File: src/usb_dev_map.svh
// Register offsets, field positions, reset values and timing counts
`ifndef USB_DEV_MAP_SVH
`define USB_DEV_MAP_SVH
`define A_CTRL        4'h0
`define A_DEVCTRL     4'h1
`define A_ADDR        4'h2
`define A_DEVSTAT     4'h3
`define A_EPSEL       4'h4
`define A_EPRST       4'h5
`define A_EPCFG       4'h6
`define A_EPCTRL      4'h7
`define A_EPFLAG      4'h8
`define A_EPIEN       4'h9
`define A_LINK        4'ha
`define B_CTRL_EN     7
`define B_CTRL_FRZ    5
`define CTRL_RST      8'h20
`define B_DC_DETACH   0
`define B_DC_RMWK     1
`define B_DC_LOWSPD   2
`define DEVCTRL_RST   8'h01
`define B_ST_SUSP     0
`define B_ST_WAKE     1
`define B_ST_UPRS     2
`define B_ST_EORS     3
`define B_ST_FULL     4
`define B_EC_STALL_REQUEST  5
`define B_EC_STALLCLR 4
`define B_EC_EN       0
`define B_EF_STALLED  1
`define B_EF_SETUP    3
`define B_EF_TXIN     0
`define B_EF_RXOUT    2
`define B_EF_BANK_ACCESS_ALLOWED     5
`define B_CF_OK       7
`define SIZE_MAX      3'd5
`define NUM_EP        7
`define SUSP_MS       3
`define RESUME_MS     5
`define CLK_MHZ       200
`define SUSP_CYC      (`SUSP_MS * 1000 * `CLK_MHZ)
`define RESUME_CYC    (`RESUME_MS * 1000 * `CLK_MHZ)
`define URS_LEN_CYC   24'd2000000
`endif

File: src/usb_dev_pkg.sv
// Types shared by the device controller files
package usb_dev_pkg;
    typedef logic [2:0] ep_idx_t;
    typedef logic [7:0] byte_t;
    typedef enum logic [1:0] {
        RS_IDLE = 2'b00,
        RS_WAIT = 2'b01,
        RS_SEND = 2'b10
    } rsm_state_e;
endpackage

File: src/usb_ep_if.sv
// Per-endpoint event and control bundle
`timescale 1ns/10ps
interface usb_ep_if;
    logic soft_rst;
    logic hard_rst;
    logic bus_rst;
    logic wr_ctrl;
    logic wr_flag;
    logic wr_cfg;
    logic [7:0] wdata;
    logic tok_setup;
    logic tok_data;
    logic retry;
    logic [7:0] ctrl;
    logic [7:0] flag;
    logic [7:0] cfg;
    logic send_stall;
    logic ack;
    modport top (output soft_rst, hard_rst, bus_rst, wr_ctrl, wr_flag, wr_cfg, wdata,
                 tok_setup, tok_data, retry, input ctrl, flag, cfg, send_stall, ack);
    modport ep  (input soft_rst, hard_rst, bus_rst, wr_ctrl, wr_flag, wr_cfg, wdata,
                 tok_setup, tok_data, retry, output ctrl, flag, cfg, send_stall, ack);
endinterface

File: src/usb_dev_ctl.sv
// USB device state, address, suspend/resume, detach and endpoint stall top
//
// Notes on behaviour
// - Reset: clock frozen, defaults, detached, banks cleared
// - Pull-up only when attached and bus powered
// - Controller disable resets controller except address bits 6:0
// - Endpoint reset bit clears endpoint flags
// - Bus reset disables all but endpoint zero
// - Select field routes per-endpoint accesses
// - Disabled endpoint held in reset
// - No ack without valid config; size checked
// - Disable also clears data toggle
// - Address zero until address enable set
// - Address enable cleared on resets, disable
// - 3 ms idle sets suspend, full speed
// - Non-idle lines set wake-up flag while enabled, even frozen
// - Wake-up and suspend flags clear each other
// - Detach drops pull-up; resets to one
// - Remote wake only suspended; after 5 ms
// - Resume start/end flags and request clear
// - Stall request holds until stall clear or setup
// - Stall sent sets flag, discards packet
// - Setup accepted with valid config; clears stall state on endpoint zero
// - Retry takes priority over stall
// - Clock freeze gates clocks, resume detection stays
//
// Added by the designer: strobed register access and the address map.
`timescale 1ns/10ps
`include "usb_dev_map.svh"
module usb_dev_ctl
    import usb_dev_pkg::*;
#(
    parameter int SUSP_CYC   = `SUSP_CYC,
    parameter int RESUME_CYC = `RESUME_CYC
)(
    // Clock and reset
    input  wire logic       I_SYS_CLK,
    input  wire logic       I_RST_N,
    // Register port
    input  wire logic [3:0] I_ADDR,
    input  wire logic [7:0] I_WDATA,
    input  wire logic       I_WR,
    input  wire logic       I_RD,
    output logic      [7:0] O_RDATA,
    // Bus side events from the line logic
    input  wire logic       I_VBUS,
    input  wire logic       I_LINE_IDLE,
    input  wire logic       I_BUS_RST,
    input  wire logic       I_EOR_SEEN,
    input  wire logic       I_TOK_VALID,
    input  wire logic       I_TOK_SETUP,
    input  wire logic [6:0] I_TOK_ADDR,
    input  wire logic [2:0] I_TOK_EP,
    input  wire logic       I_RETRY,
    // Bus side controls
    output logic            O_PULLUP_DP,
    output logic            O_PULLUP_DM,
    output logic            O_RESUME_DRV,
    output logic            O_STALL,
    output logic            O_ACK,
    output logic            O_CLK_RUN
);
    logic [7:0] ctrl_r;
    logic [7:0] devctrl_r;
    logic [7:0] addr_r;
    logic [4:0] stat_r;
    ep_idx_t    sel_r;
    logic [`NUM_EP-1:0] eprst_r;
    logic [31:0] idle_cnt_r;
    logic [31:0] rs_cnt_r;
    logic [23:0] rs_len_r;
    rsm_state_e rs_state_r;
    rsm_state_e rs_state_nxt;
    logic       hard_rst;
    logic       addr_hit;
    logic       susp_set;
    logic       wake_set;
    logic       rs_start;
    logic       rs_end;
    logic [`NUM_EP-1:0] ep_stall;
    logic [`NUM_EP-1:0] ep_ack;
    logic [7:0] ep_ctrl [`NUM_EP];
    logic [7:0] ep_flag [`NUM_EP];
    logic [7:0] ep_cfg  [`NUM_EP];
    logic [7:0] rdata_nxt;
    logic       running;

    usb_ep_if epb [`NUM_EP] ();

    assign hard_rst = ~ctrl_r[`B_CTRL_EN];
    // Gated clock modelled as a run flag; wake detection ignores it
    assign running  = ctrl_r[`B_CTRL_EN] & ~ctrl_r[`B_CTRL_FRZ];

    always_ff @(posedge I_SYS_CLK or negedge I_RST_N) begin
        if (!I_RST_N) begin
            ctrl_r <= `CTRL_RST;
        end else if (I_WR && I_ADDR == `A_CTRL) begin
            ctrl_r <= I_WDATA & 8'ha0;
        end
    end

    always_ff @(posedge I_SYS_CLK or negedge I_RST_N) begin
        if (!I_RST_N) begin
            devctrl_r <= `DEVCTRL_RST;
        end else if (hard_rst) begin
            devctrl_r <= `DEVCTRL_RST;
        end else if (rs_end) begin
            devctrl_r[`B_DC_RMWK] <= 1'b0;
        end else if (I_WR && I_ADDR == `A_DEVCTRL) begin
            devctrl_r[`B_DC_DETACH] <= I_WDATA[`B_DC_DETACH];
            devctrl_r[`B_DC_LOWSPD] <= I_WDATA[`B_DC_LOWSPD];
            // Only honoured while suspended
            if (I_WDATA[`B_DC_RMWK] && stat_r[`B_ST_SUSP]) begin
                devctrl_r[`B_DC_RMWK] <= 1'b1;
            end
        end
    end

    // Address: bit 7 enables, low seven bits hold the address
    always_ff @(posedge I_SYS_CLK or negedge I_RST_N) begin
        if (!I_RST_N) begin
            addr_r <= 8'h00;
        end else if (I_BUS_RST) begin
            addr_r <= 8'h00;
        end else if (hard_rst) begin
            addr_r[7] <= 1'b0;
        end else if (I_WR && I_ADDR == `A_ADDR) begin
            addr_r <= I_WDATA;
        end
    end

    assign addr_hit = addr_r[7] ? (I_TOK_ADDR == addr_r[6:0])
                                : (I_TOK_ADDR == 7'h00);

    always_ff @(posedge I_SYS_CLK or negedge I_RST_N) begin
        if (!I_RST_N) begin
            idle_cnt_r <= 32'h0;
        end else if (!I_LINE_IDLE || !running) begin
            idle_cnt_r <= 32'h0;
        end else if (idle_cnt_r != 32'hffffffff) begin
            idle_cnt_r <= idle_cnt_r + 32'h1;
        end
    end

    assign susp_set = running && idle_cnt_r == SUSP_CYC[31:0] - 32'h1;
    assign wake_set = ctrl_r[`B_CTRL_EN] & ~I_LINE_IDLE;

    always_ff @(posedge I_SYS_CLK or negedge I_RST_N) begin
        if (!I_RST_N) begin
            rs_state_r <= RS_IDLE;
        end else if (hard_rst) begin
            rs_state_r <= RS_IDLE;
        end else begin
            rs_state_r <= rs_state_nxt;
        end
    end

    always_comb begin
        rs_state_nxt = rs_state_r;
        case (rs_state_r)
            RS_IDLE: begin
                if (devctrl_r[`B_DC_RMWK]) begin
                    rs_state_nxt = RS_WAIT;
                end
            end
            RS_WAIT: begin
                if (rs_start) begin
                    rs_state_nxt = RS_SEND;
                end
            end
            RS_SEND: begin
                if (rs_end) begin
                    rs_state_nxt = RS_IDLE;
                end
            end
            default: rs_state_nxt = RS_IDLE;
        endcase
    end

    // Waits on a line-idle count of its own
    always_ff @(posedge I_SYS_CLK or negedge I_RST_N) begin
        if (!I_RST_N) begin
            rs_cnt_r <= 32'h0;
        end else if (rs_state_r != RS_WAIT || !I_LINE_IDLE) begin
            rs_cnt_r <= 32'h0;
        end else begin
            rs_cnt_r <= rs_cnt_r + 32'h1;
        end
    end

    always_ff @(posedge I_SYS_CLK or negedge I_RST_N) begin
        if (!I_RST_N) begin
            rs_len_r <= 24'h0;
        end else if (rs_state_r != RS_SEND) begin
            rs_len_r <= 24'h0;
        end else begin
            rs_len_r <= rs_len_r + 24'h1;
        end
    end

    assign rs_start = rs_state_r == RS_WAIT && rs_cnt_r == RESUME_CYC[31:0] - 32'h1;
    assign rs_end   = rs_state_r == RS_SEND && rs_len_r == `URS_LEN_CYC - 24'h1;

    // Set wins over software clear; each flag clears the other
    always_ff @(posedge I_SYS_CLK or negedge I_RST_N) begin
        if (!I_RST_N) begin
            stat_r <= 5'h00;
        end else if (hard_rst) begin
            stat_r <= 5'h00;
        end else begin
            if (I_WR && I_ADDR == `A_DEVSTAT) begin
                stat_r[3:0] <= stat_r[3:0] & I_WDATA[3:0];
            end
            if (wake_set) begin
                stat_r[`B_ST_WAKE] <= 1'b1;
                stat_r[`B_ST_SUSP] <= 1'b0;
            end else if (susp_set) begin
                stat_r[`B_ST_SUSP] <= 1'b1;
                stat_r[`B_ST_WAKE] <= 1'b0;
                stat_r[`B_ST_FULL] <= 1'b1;
            end
            if (rs_start) begin
                stat_r[`B_ST_UPRS] <= 1'b1;
                stat_r[`B_ST_SUSP] <= 1'b0;
            end
            if (I_EOR_SEEN) begin
                stat_r[`B_ST_EORS] <= 1'b1;
            end
        end
    end

    always_ff @(posedge I_SYS_CLK or negedge I_RST_N) begin
        if (!I_RST_N) begin
            sel_r <= 3'h0;
        end else if (hard_rst) begin
            sel_r <= 3'h0;
        end else if (I_WR && I_ADDR == `A_EPSEL) begin
            sel_r <= I_WDATA[2:0];
        end
    end

    always_ff @(posedge I_SYS_CLK or negedge I_RST_N) begin
        if (!I_RST_N) begin
            eprst_r <= '0;
        end else if (hard_rst) begin
            eprst_r <= '0;
        end else if (I_WR && I_ADDR == `A_EPRST) begin
            eprst_r <= I_WDATA[`NUM_EP-1:0];
        end
    end

    generate
        for (genvar g = 0; g < `NUM_EP; g++) begin : g_ep
            logic sel;
            logic tok;
            assign sel = sel_r == 3'(g);
            assign tok = I_TOK_VALID & addr_hit & running & I_TOK_EP == 3'(g);
            // Per-endpoint writes go to the selected endpoint
            assign epb[g].soft_rst  = eprst_r[g];
            assign epb[g].hard_rst  = hard_rst;
            assign epb[g].bus_rst   = I_BUS_RST;
            assign epb[g].wr_ctrl   = I_WR & sel & I_ADDR == `A_EPCTRL;
            assign epb[g].wr_flag   = I_WR & sel & I_ADDR == `A_EPFLAG;
            assign epb[g].wr_cfg    = I_WR & sel & I_ADDR == `A_EPCFG;
            assign epb[g].wdata     = I_WDATA;
            assign epb[g].tok_setup = tok & I_TOK_SETUP;
            assign epb[g].tok_data  = tok & ~I_TOK_SETUP;
            assign epb[g].retry     = I_RETRY;
            assign ep_stall[g]      = epb[g].send_stall;
            assign ep_ack[g]        = epb[g].ack | epb[g].tok_setup & epb[g].cfg[`B_CF_OK];
            assign ep_ctrl[g]       = epb[g].ctrl;
            assign ep_flag[g]       = epb[g].flag;
            assign ep_cfg[g]        = epb[g].cfg;
            usb_ep_ctl #(.IS_CTRL(g == 0)) u_ep (
                .I_SYS_CLK (I_SYS_CLK),
                .I_RST_N   (I_RST_N),
                .e         (epb[g])
            );
        end
    endgenerate

    always_comb begin
        rdata_nxt = 8'h00;
        case (I_ADDR)
            `A_CTRL:    rdata_nxt = ctrl_r;
            `A_DEVCTRL: rdata_nxt = devctrl_r;
            `A_ADDR:    rdata_nxt = addr_r;
            `A_DEVSTAT: rdata_nxt = {3'h0, stat_r};
            `A_EPSEL:   rdata_nxt = {5'h00, sel_r};
            `A_EPRST:   rdata_nxt = {1'b0, eprst_r};
            `A_EPCFG:   rdata_nxt = (sel_r < `NUM_EP) ? ep_cfg[sel_r] : 8'h00;
            `A_EPCTRL:  rdata_nxt = (sel_r < `NUM_EP) ? ep_ctrl[sel_r] : 8'h00;
            `A_EPFLAG:  rdata_nxt = (sel_r < `NUM_EP) ? ep_flag[sel_r] : 8'h00;
            default:    rdata_nxt = 8'h00;
        endcase
    end

    always_ff @(posedge I_SYS_CLK or negedge I_RST_N) begin
        if (!I_RST_N) begin
            O_RDATA      <= 8'h00;
            O_PULLUP_DP  <= 1'b0;
            O_PULLUP_DM  <= 1'b0;
            O_RESUME_DRV <= 1'b0;
            O_STALL      <= 1'b0;
            O_ACK        <= 1'b0;
            O_CLK_RUN    <= 1'b0;
        end else begin
            O_RDATA      <= I_RD ? rdata_nxt : 8'h00;
            O_PULLUP_DP  <= ctrl_r[`B_CTRL_EN] & ~devctrl_r[`B_DC_DETACH] & I_VBUS
                            & ~devctrl_r[`B_DC_LOWSPD];
            O_PULLUP_DM  <= ctrl_r[`B_CTRL_EN] & ~devctrl_r[`B_DC_DETACH] & I_VBUS
                            & devctrl_r[`B_DC_LOWSPD];
            O_RESUME_DRV <= rs_state_r == RS_SEND;
            O_STALL      <= |ep_stall;
            O_ACK        <= |ep_ack;
            O_CLK_RUN    <= running;
        end
    end

    a_pullup_gate: assert property (@(posedge I_SYS_CLK) disable iff (!I_RST_N)
        (devctrl_r[`B_DC_DETACH] || !I_VBUS) |=> !O_PULLUP_DP && !O_PULLUP_DM)
        else $error("pull-up on while detached");
    a_addr_zero: assert property (@(posedge I_SYS_CLK) disable iff (!I_RST_N)
        !addr_r[7] && I_TOK_ADDR != 7'h00 |-> !addr_hit)
        else $error("nonzero address accepted");
    a_flag_excl: assert property (@(posedge I_SYS_CLK) disable iff (!I_RST_N)
        wake_set && !hard_rst |=> stat_r[`B_ST_WAKE] && !stat_r[`B_ST_SUSP])
        else $error("wake did not clear suspend");
    a_bus_rst_addr: assert property (@(posedge I_SYS_CLK) disable iff (!I_RST_N)
        I_BUS_RST |=> addr_r == 8'h00)
        else $error("address survived bus reset");
    a_susp_set: assert property (@(posedge I_SYS_CLK) disable iff (!I_RST_N)
        susp_set && !wake_set && !hard_rst && !rs_start |=> stat_r[`B_ST_SUSP])
        else $error("suspend not flagged");
    a_rmwk_susp: assert property (@(posedge I_SYS_CLK) disable iff (!I_RST_N)
        $rose(devctrl_r[`B_DC_RMWK]) |-> $past(stat_r[`B_ST_SUSP]))
        else $error("remote wake outside suspend");
    // Resume end is too far out for the bench; these guard the flag handling
    a_rmwk_clear: assert property (@(posedge I_SYS_CLK) disable iff (!I_RST_N)
        rs_end |=> !devctrl_r[`B_DC_RMWK])
        else $error("remote wake request not cleared");
    a_resume_flag: assert property (@(posedge I_SYS_CLK) disable iff (!I_RST_N)
        rs_start && !hard_rst |=> stat_r[`B_ST_UPRS] && !stat_r[`B_ST_SUSP])
        else $error("resume start flags wrong");
    a_ctl_disable: assert property (@(posedge I_SYS_CLK) disable iff (!I_RST_N)
        hard_rst |=> !addr_r[7] && devctrl_r == `DEVCTRL_RST && stat_r == 5'h00)
        else $error("disable did not reset controller");
endmodule

File: src/usb_ep_ctl.sv
// One endpoint: enable, config check, stall and setup handling
`timescale 1ns/10ps
`include "usb_dev_map.svh"
module usb_ep_ctl
    import usb_dev_pkg::*;
#(
    parameter logic IS_CTRL = 1'b0
)(
    input  wire logic I_SYS_CLK,
    input  wire logic I_RST_N,
    usb_ep_if.ep      e
);
    logic [7:0] ctrl_r;
    logic [7:0] flag_r;
    logic [7:0] cfg_r;
    logic       toggle_r;
    logic       ep_rst;
    logic       stall_now;
    logic       setup_now;
    logic       size_ok;

    // Endpoint held in reset while disabled
    assign ep_rst    = e.soft_rst | ~ctrl_r[`B_EC_EN];
    assign size_ok   = e.wdata[6:4] <= `SIZE_MAX;
    assign setup_now = IS_CTRL & e.tok_setup & cfg_r[`B_CF_OK];
    // Retry wins over stall
    assign stall_now = e.tok_data & ~e.retry & ctrl_r[`B_EC_STALL_REQUEST] & ~ep_rst;

    always_ff @(posedge I_SYS_CLK or negedge I_RST_N) begin
        if (!I_RST_N) begin
            ctrl_r <= IS_CTRL ? 8'h01 : 8'h00;
        end else if (e.hard_rst || (e.bus_rst && !IS_CTRL)) begin
            ctrl_r <= IS_CTRL ? 8'h01 : 8'h00;
        end else if (setup_now) begin
            ctrl_r[`B_EC_STALL_REQUEST] <= 1'b0;
        end else if (e.wr_ctrl) begin
            ctrl_r[`B_EC_EN] <= e.wdata[`B_EC_EN];
            // Stall clear always reads zero
            ctrl_r[`B_EC_STALLCLR] <= 1'b0;
            if (e.wdata[`B_EC_STALLCLR]) begin
                ctrl_r[`B_EC_STALL_REQUEST] <= 1'b0;
            end else if (e.wdata[`B_EC_STALL_REQUEST]) begin
                ctrl_r[`B_EC_STALL_REQUEST] <= 1'b1;
            end
        end
    end

    always_ff @(posedge I_SYS_CLK or negedge I_RST_N) begin
        if (!I_RST_N) begin
            cfg_r <= 8'h00;
        end else if (e.hard_rst) begin
            cfg_r <= 8'h00;
        end else if (e.wr_cfg) begin
            cfg_r <= {size_ok, e.wdata[6:0]};
        end
    end

    always_ff @(posedge I_SYS_CLK or negedge I_RST_N) begin
        if (!I_RST_N) begin
            toggle_r <= 1'b0;
        end else if (e.hard_rst || !ctrl_r[`B_EC_EN]) begin
            toggle_r <= 1'b0;
        end else if (e.ack) begin
            toggle_r <= ~toggle_r;
        end
    end

    always_ff @(posedge I_SYS_CLK or negedge I_RST_N) begin
        if (!I_RST_N) begin
            flag_r <= 8'h00;
        end else if (e.hard_rst) begin
            flag_r <= 8'h00;
        end else if (setup_now) begin
            flag_r <= 8'h00 | (8'h01 << `B_EF_SETUP);
        end else if (ep_rst) begin
            flag_r <= 8'h00;
        end else begin
            if (e.wr_flag) begin
                flag_r <= flag_r & e.wdata;
            end
            // Stall event wins over clear
            if (stall_now) begin
                flag_r[`B_EF_STALLED] <= 1'b1;
            end else if (e.ack && !IS_CTRL) begin
                flag_r[`B_EF_RXOUT] <= 1'b1;
                flag_r[`B_EF_BANK_ACCESS_ALLOWED]  <= 1'b1;
            end
        end
    end

    // Stalled packets discarded, no ack
    assign e.ack        = e.tok_data & cfg_r[`B_CF_OK] & ~ep_rst & ~stall_now
                          & ~ctrl_r[`B_EC_STALL_REQUEST];
    assign e.send_stall = stall_now;
    assign e.ctrl       = {ctrl_r[7:1], ctrl_r[0]} ^ {7'h00, 1'b0} | {6'h00, toggle_r, 1'b0} & 8'h00;
    assign e.flag       = flag_r;
    assign e.cfg        = cfg_r;

    a_stall_clear: assert property (@(posedge I_SYS_CLK) disable iff (!I_RST_N)
        e.wr_ctrl && e.wdata[`B_EC_STALLCLR] && !setup_now && !e.hard_rst
        |=> !ctrl_r[`B_EC_STALL_REQUEST] && !ctrl_r[`B_EC_STALLCLR])
        else $error("stall request not cleared");
    a_setup_wins: assert property (@(posedge I_SYS_CLK) disable iff (!I_RST_N)
        setup_now && !e.hard_rst |=> flag_r[`B_EF_SETUP] && !flag_r[`B_EF_STALLED]
        && !flag_r[`B_EF_TXIN])
        else $error("setup did not override stall");
    a_retry_prio: assert property (@(posedge I_SYS_CLK) disable iff (!I_RST_N)
        e.retry |-> !e.send_stall)
        else $error("stall sent during retry");
    a_no_cfg_ack: assert property (@(posedge I_SYS_CLK) disable iff (!I_RST_N)
        !cfg_r[`B_CF_OK] |-> !e.ack)
        else $error("ack without valid config");
    a_dis_reset: assert property (@(posedge I_SYS_CLK) disable iff (!I_RST_N)
        !ctrl_r[`B_EC_EN] && !setup_now ##1 !$past(e.hard_rst) |-> flag_r == 8'h00
        && !toggle_r)
        else $error("disabled endpoint not held in reset");
endmodule

File: config.mk
export PLATFORM = sky130hd
export DESIGN_NAME = usb_dev_ctl
export DESIGN_NICKNAME = d
export VERILOG_FILES = /design/src/usb_dev_pkg.sv /design/src/usb_ep_if.sv /design/src/usb_dev_ctl.sv /design/src/usb_ep_ctl.sv
export VERILOG_INCLUDE_DIRS = /design/src
export SDC_FILE = /design/constraint.sdc
export NUM_CORES = 1
export LEC_CHECK = 0
export BUFFER_PORTS_ARGS = -buffer_cell sky130_fd_sc_hd__buf_2
export CAP_MARGIN = 20
export CORE_MARGIN = 3
export CORE_UTILIZATION = 50
export CTS_CLUSTER_DIAMETER = 120
export CTS_CLUSTER_SIZE = 30
export DETAILED_ROUTE_END_ITERATION = 10
export GPL_TIMING_DRIVEN = 0
export PLACE_DENSITY = 0.65
export SETUP_SLACK_MARGIN = 0.15
export SLEW_MARGIN = 20
export SYNTH_ARGS = -nofsm -noshare
export SYNTH_HDL_FRONTEND = slang
export SYNTH_SLANG_ARGS = --single-unit
File: constraint.sdc
create_clock -name I_SYS_CLK -period 4 [get_ports I_SYS_CLK]
set_input_delay 0.6 -clock I_SYS_CLK [delete_from_list [all_inputs] [get_ports I_SYS_CLK]]
set_output_delay 0.6 -clock I_SYS_CLK [all_outputs]
set_load 0.005 [all_outputs]
==> flow_summary.json, run 1 <==
{
  "crit_start": "sel_r[0]$_DFFE_PN0P_",
  "grt_max_degree": 88,
  "syn_avg_cell_area_um2": 9.830,
  "synth_nets": 1382,
  "final_cell_mix": "dfrtp_1 (255), nor2_1 (130), nand2_1 (123)",
  "portBuffers": 33,
  "wl_per_cell_um": 22.23,
  "power_leakage_nw": 5.859,
  "vias": 10991,
  "finClkSkew_ps": 15.52,
  "clock-sinks": 258,
  "rsz0062_at_grt": "false",
  "synth_edf_count": 0,
  "yosysTopAreaCell": "dfrtp_1",
  "path_class": "reg2reg",
  "layout.nets": 1433,
  "diodes": 0,
  "die_area_um2": 28450,
  "timing.fmax_mhz": 348.9,
  "worstPathMaxFanout": 10,
  "async_flop_share_pct": 100.0,
  "slew_headroom_pct": 27.74,
  "drc": 0,
  "r2r-end": "O_RDATA[3]$_DFF_PN0_",
  "area_growth_pct": 7.915,
  "startpoint_type": "flip-flop",
  "ir_drop_uv": 291.5,
  "hold_buffers": 0,
  "grt_pass1_wl_um": 61040,
  "finalNonFillerCells": 1733,
  "fin_crit_ps": 2866,
  "worstPathArrival_ps": 3230,
  "synth_seq_area_share_pct": 48.82,
  "yosysTopAreaCellShare_pct": 48.23,
  "cts_buffer_depth": 3,
  "synth_cells": 1346,
  "reg2reg_slack_ps": 1130,
  "timing.hold.ws_ps": 1.692,
  "cts_tree": "yes",
  "fin_crit_sh_pct": 71.65,
  "critPathCaptureType": "flip-flop",
  "worst_slack_ps": 1134,
  "die_h_um": 168.7,
  "hold_viol": 0,
  "dr.pass1.iters": 7,
  "clkTransAtPathRegs_ps": 120,
  "finalPower_mw": 4.519,
  "initial_utilization_pct": 51.65,
  "cts_setup_buffers": 0,
  "grt_usage_pct": 26.97,
  "cts-root-buf": "clkbuf_16",
  "fp.dieW_um": 168.7,
  "htreeDepth": 1,
  "cts_buffers": 12,
  "place.gp.congestion": 0.9913,
  "fillers": 2315,
  "crit_path_end": "O_RDATA[3]$_DFF_PN0_",
  "final_common_cell": "dfrtp_1",
  "overflow": 0,
  "hp-class": "in2async",
  "required_ps": 4360,
  "synth_warnings": 0,
  "viasPerCell": 6.342,
  "place_hpwl_um": 27720,
  "setup_viol": 0,
  "ff2ff_path_depth": 7,
  "grt_pass1_vias": 10691,
  "grt_antenna_before_repair": 0,
  "drv_cap": 0,
  "fp-row-count": 58,
  "core_area_um2": 25620,
  "synth_area_um2": 13230,
  "drive_gt1_share_pct": 7.769,
  "wirelength_um": 38530,
  "synth.distinct_cells": 76,
  "synth_top_flop_cell": "dfrtp_1",
  "num_io_pins": 47,
  "ant_nets": 0,
  "ys_ff_latch": 258,
  "yosys-top-cells-area": "dfrtp_1 (48%), mux2i_1 (5.2%), nor2_1 (3.7%)",
  "worstSkewPairLatency_ps": 490,
  "run_status": "complete, no violations",
  "finalMaxSlewViolations": 0,
  "place_ws_ps": 986.7,
  "cts_resized": 0,
  "drtIter0Drc": 1098,
  "worst_slew_pin_slew_ps": 1080,
  "powerDensity_nw_per_um2": 316.5,
  "dp_cells": 1713,
  "rr_startpoint": "sel_r[0]$_DFFE_PN0P_"
}
==> metrics by stage <==
stage / instance area [µm²] / util (%) / TNS [ps]
after floorplan: 13230 / - / 0
after global placement: 13810 / 53.91 / -623150
after detailed placement: 13910 / 54.32 / 0
after CTS: 14280 / 55.74 / 0
after global routing: 14280 / 55.74 / 0
final: 14280 / 55.74 / 0
==> routing by layer <==
layer / global-route usage [%] / part of all wire [%] / routed length, µm / vias to the layer above
li1: - / - / - / 5021
met1: 38.10 / 43 / 16650 / 5479
met2: 43.08 / 47 / 17990 / 409
met3: 4.601 / 6.9 / 2652 / 82
met4: 8.040 / 3.2 / 1233 / 0
met5: 0 / 0 / 0 / -
==> final cells by class <==
cell class	count	area, µm²	area share, %
flip-flops and latches	258	6460	45.24
multi-input cells	985	6375	44.65
well taps	330	412.9	2.892
clock buffers	19	347.8	2.436
plain buffers	85	334.1	2.340
repair buffers	37	265.3	1.858
inverters	18	67.56	0.4732
clock inverters	1	16.27	0.1139
==> kinds of logic after synthesis <==
group,count (synthesis),synth area share [%]
AO/OA/AOI/OAI,274,13.59
XOR/XNOR,53,3.508
adder cells (fa/ha/maj),3,0.2837
buffers and inverters,103,3.035
flip-flops,258,48.82
multiplexers,94,8.964
AND/OR/NAND/NOR,561,21.80
==> worst min path at each step <==
stage	startpoint	end	slack, ps	cells past startpoint
5_1_grt	I_RST_N	g_ep[0].u_ep.e.flag[5]$_DFFE_PN0P_	20	1
6_report	I_RST_N	g_ep[0].u_ep.e.flag[7]$_DFFE_PN0P_	2	1
3_5_place_dp	rs_state_r[1]$_DFFE_PN0P_	rs_state_r[0]$_DFFE_PN0P_	460	1
4_1_cts	I_RST_N	g_ep[0].u_ep.e.flag[5]$_DFFE_PN0P_	6	1
2_1_floorplan	I_RST_N	O_ACK$_DFF_PN0_	300	0
3_3_place_gp	rs_state_r[1]$_DFFE_PN0P_	rs_state_r[0]$_DFFE_PN0P_	450	1
==> flip-flops by register name (all words and copies together), names as in the netlist, 7 cells and up <==
name              cells
idle_cnt_r           32
O_RDATA               8
g_ep.u_ep.e.flag     56
g_ep.u_ep.e.cfg      56
rs_cnt_r             32
g_ep.u_ep.e.ctrl     14
addr_r                8
eprst_r               7
rs_len_r             24
==> Yosys cell counts, drive strengths merged, types with 7 or more instances <==
library cell	count
a211oi	14
a21oi	91
and2	9
and3	19
and4	7
buf	21
clkbuf	64
dfrtp	255
inv	18
mux2i	69
mux4	19
nand2	123
nand2b	8
nand3	87
nand4	45
nor2	130
nor2b	18
nor3	23
nor4	26
o211a	37
o21ai	68
or3	28
xnor2	27
xor2	26
==> power by group <==
group	internal [mW]	switching, mW	leakage [nW]
combinational	0.0844	0.322	2.10
sequential	2.63	0.0158	3.59
clock	0.620	0.851	0.174
==> worst max-delay path: stages, from the launching register on <==
cell      delay [ps]
dfrtp_1          350
buf_2            150
buf_2            350
buf_1            710
mux2i_1          290
o21ai_0          210
a221oi_1         530
a21oi_1          140
(Power assumes the default switching activity.)
==> run 2, diff against run 1 <==
ABC_AREA = 1   (was not set)
PLACE_DENSITY = 0.67   (was 0.65)
clock period = 2.6 ns   (was 4 ns; I/O delays follow)
==> flow_summary.json, run 2 <==
{
  "yosysTopAreaCell": "dfrtp_1",
  "yosys.area_share.simple_pct": 23.99,
  "rsz0062_at_grt": "true",
  "critPathCaptureType": "flip-flop",
  "fin_crit_ps": 2514,
  "worstPathCellList": "nand2_1 -> inv_2 -> buf_2 -> a22oi_1 -> a21oi_1 -> o21ai_0 -> nand2_1 -> nand2_1 -> inv_1",
  "async_flop_share_pct": 100.0,
  "finalMaxSlewViolations": 0,
  "drc": 0,
  "required_ps": 3020,
  "yosys-top-cells-count": "nand2_1 (328), dfrtp_1 (255), inv_1 (243), nor2_1 (159), o21ai_0 (156)",
  "synth_compound_area_share_pct": 17.80,
  "final_common_cell": "nand2_1",
  "layout.nets": 1787,
  "rr_startpoint": "sel_r[1]$_DFFE_PN0P_",
  "ff2ff_path_depth": 9,
  "crit_path_top_delay_cell": "dfrtp_1",
  "run_status": "complete, no violations",
  "worstSkewPairLatency_ps": 510,
  "synth_edf_count": 0,
  "fin_crit_sh_pct": 96.70,
  "drive_gt1_share_pct": 7.412,
  "cts-root-buf": "clkbuf_16",
  "initial_utilization_pct": 51.09,
  "synth.most_common_cell": "nand2_1",
  "cts_buffer_depth": 3,
  "place_hpwl_um": 31170,
  "cts_setup_buffers": 0,
  "timing.hold.ws_ps": 118.7,
  "ant_nets": 0,
  "place_area_um2": 14060,
  "syn_avg_cell_area_um2": 7.890,
  "final_cell_mix": "nand2_1 (328), dfrtp_1 (255), inv_1 (242)",
  "overflow": 0,
  "cp_slowest_stage_delay_ps": 470,
  "grt_pass1_vias": 11899,
  "dp_cells": 2071,
  "cts_tree": "yes",
  "slew_headroom_pct": 47.63,
  "min_path_cells": 3,
  "worst_path_most_repeated_cell": "nand2_1",
  "grt_pass1_wl_um": 65970,
  "r2r-end": "O_RDATA[3]$_DFF_PN0_",
  "place.gp.congestion": 0.9810,
  "ys_ff_latch": 258,
  "fillers": 2529,
  "min_from": "I_RD",
  "fp.dieW_um": 169.6,
  "finClkSkew_ps": 20.77,
  "worstPathMaxFanout": 10,
  "wirelength_um": 41550,
  "finalNonFillerCells": 2089,
  "synth_top_flop_cell": "dfrtp_1",
  "yosys-top-cells-area": "dfrtp_1 (48%), nand2_1 (9.2%), inv_1 (6.8%)",
  "path_class": "reg2reg",
  "hold_path_end": "O_RDATA[1]$_DFF_PN0_",
  "viasPerCell": 5.854,
  "synth_nets": 1733,
  "wl_per_cell_um": 19.89,
  "grt_antenna_before_repair": 0,
  "drtIter0Drc": 1338,
  "synth_cells": 1697,
  "die_area_um2": 28780,
  "setup_viol": 0,
  "drv_cap": 0,
  "worstPathArrival_ps": 2930,
  "clock-sinks": 258,
  "synth_top_family_by_area": "simple AND/OR/NAND/NOR gates",
  "cts_buffers": 12,
  "dr.pass1.iters": 6,
  "yosysTopAreaCellShare_pct": 47.66,
  "grt_usage_pct": 29.08,
  "synth_seq_area_share_pct": 48.25,
  "num_io_pins": 47,
  "core_area_um2": 26210,
  "fp-row-count": 59,
  "fin_area_um2": 14440,
  "htreeDepth": 1,
  "ir_drop_uv": 366.6,
  "reg2reg_slack_ps": 90,
  "vias": 12228,
  "synth_warnings": 0,
  "area_growth_pct": 7.840,
  "hp-class": "in2reg",
  "worst_slew_pin_slew_ps": 785.5,
  "synth.distinct_cells": 54,
  "hold_viol": 0,
  "powerDensity_nw_per_um2": 616.6,
  "diodes": 0,
  "synthXorXnorAreaFrac_pct": 0.9158,
  "portBuffers": 37,
  "timing.fmax_mhz": 397.7,
  "muxShareOfSynthArea_pct": 0.08410,
  "startpoint_type": "flip-flop",
  "grt_max_degree": 97,
  "place_ws_ps": 71.75,
  "power_leakage_nw": 6.597,
  "clkTransAtPathRegs_ps": 120,
  "die_h_um": 169.6,
  "worst_slack_ps": 85.70,
  "synth_area_um2": 13390,
  "synth_fa_ha_area_share_pct": 0.2803
}
[run 2: metrics by stage]
stage                     power, mW  setup TNS (ps)  utilization (%)
after floorplan               5.778               0                -
after global placement        6.581         -920160            53.40
after detailed placement      6.630               0            53.65
after CTS                     8.889               0            55.04
after global routing          9.321               0            55.10
final                         8.903               0            55.10
[run 2: repair_timing]
action                                  in CTS  in global routing
resized for setup                            3                  6
endpoints found under the hold margin       72                  0
endpoints found under the setup margin       3                  7
hold buffers                                 1                  0
pin swaps                                    0                  0
[run 2: power breakdown]
part | internal [mW] | switching, mW
Combinational | 0.482 | 1.49
Clock | 0.937 | 1.34
Sequential | 4.39 | 0.263
Total | 5.81 | 3.09
[run 2: worst max-delay path by stage]
| stage | slack (ps) | endpoint | cells past startpoint | start |
|---|---|---|---|---|
| 4_1_cts | 160 | O_RDATA[7]$_DFF_PN0_ | 10 | sel_r[0]$_DFFE_PN0P_ |
| 6_report | 90 | O_RDATA[3]$_DFF_PN0_ | 9 | sel_r[1]$_DFFE_PN0P_ |
| 2_1_floorplan | 830 | rs_state_r[0]$_DFFE_PN0P_ | 11 | rs_cnt_r[0]$_DFF_PN0_ |
| 3_5_place_dp | 70 | O_RDATA[2]$_DFF_PN0_ | 8 | sel_r[0]$_DFFE_PN0P_ |
| 5_1_grt | 140 | O_RDATA[4]$_DFF_PN0_ | 9 | sel_r[0]$_DFFE_PN0P_ |
| 3_3_place_gp | -3610 | O_STALL$_DFF_PN0_ | 1 | I_RST_N |
[run 2: kinds of logic (layout without fill, tap and decap cells)]
logic type | after synthesis | after routing
multiplexers | 1 | 1
AO/OA/AOI/OAI | 402 | 402
adder cells (fa/ha/maj) | 3 | 3
AND/OR/NAND/NOR | 716 | 716
buffers and inverters | 303 | 360
XOR/XNOR | 14 | 14
flip-flops | 258 | 258
[run 2: cell type report]
| type | count | area [µm²] | share of cell area, % |
|---|---|---|---|
| clock buffer | 16 | 336.6 | 2.331 |
| sequential | 258 | 6460 | 44.74 |
| multi-input combinational | 1136 | 5779 | 40.03 |
| inverter | 259 | 973.4 | 6.742 |
| tap | 335 | 419.2 | 2.903 |
| timing repair buffer | 40 | 260.3 | 1.802 |
| buffer | 44 | 193.9 | 1.343 |
| clock inverter | 1 | 16.27 | 0.1127 |
[run 2: layer usage]
metal | track usage, % | vias to the layer above | wire length [µm]
li1 | - | 5800 | -
met1 | 39.50 | 5776 | 17530
met2 | 46.64 | 536 | 18850
met3 | 4.379 | 116 | 3077
met4 | 12.62 | 0 | 2097
met5 | 0 | - | 0
[run 2: worst max-delay path: cells and delay by family, from the launching register on]
family / cells / cell delay [ps]
AOI/OAI and AO/OA: 3 / 880
buffers and inverters: 3 / 510
DFF: 1 / 470
and+or+nand+nor: 3 / 560
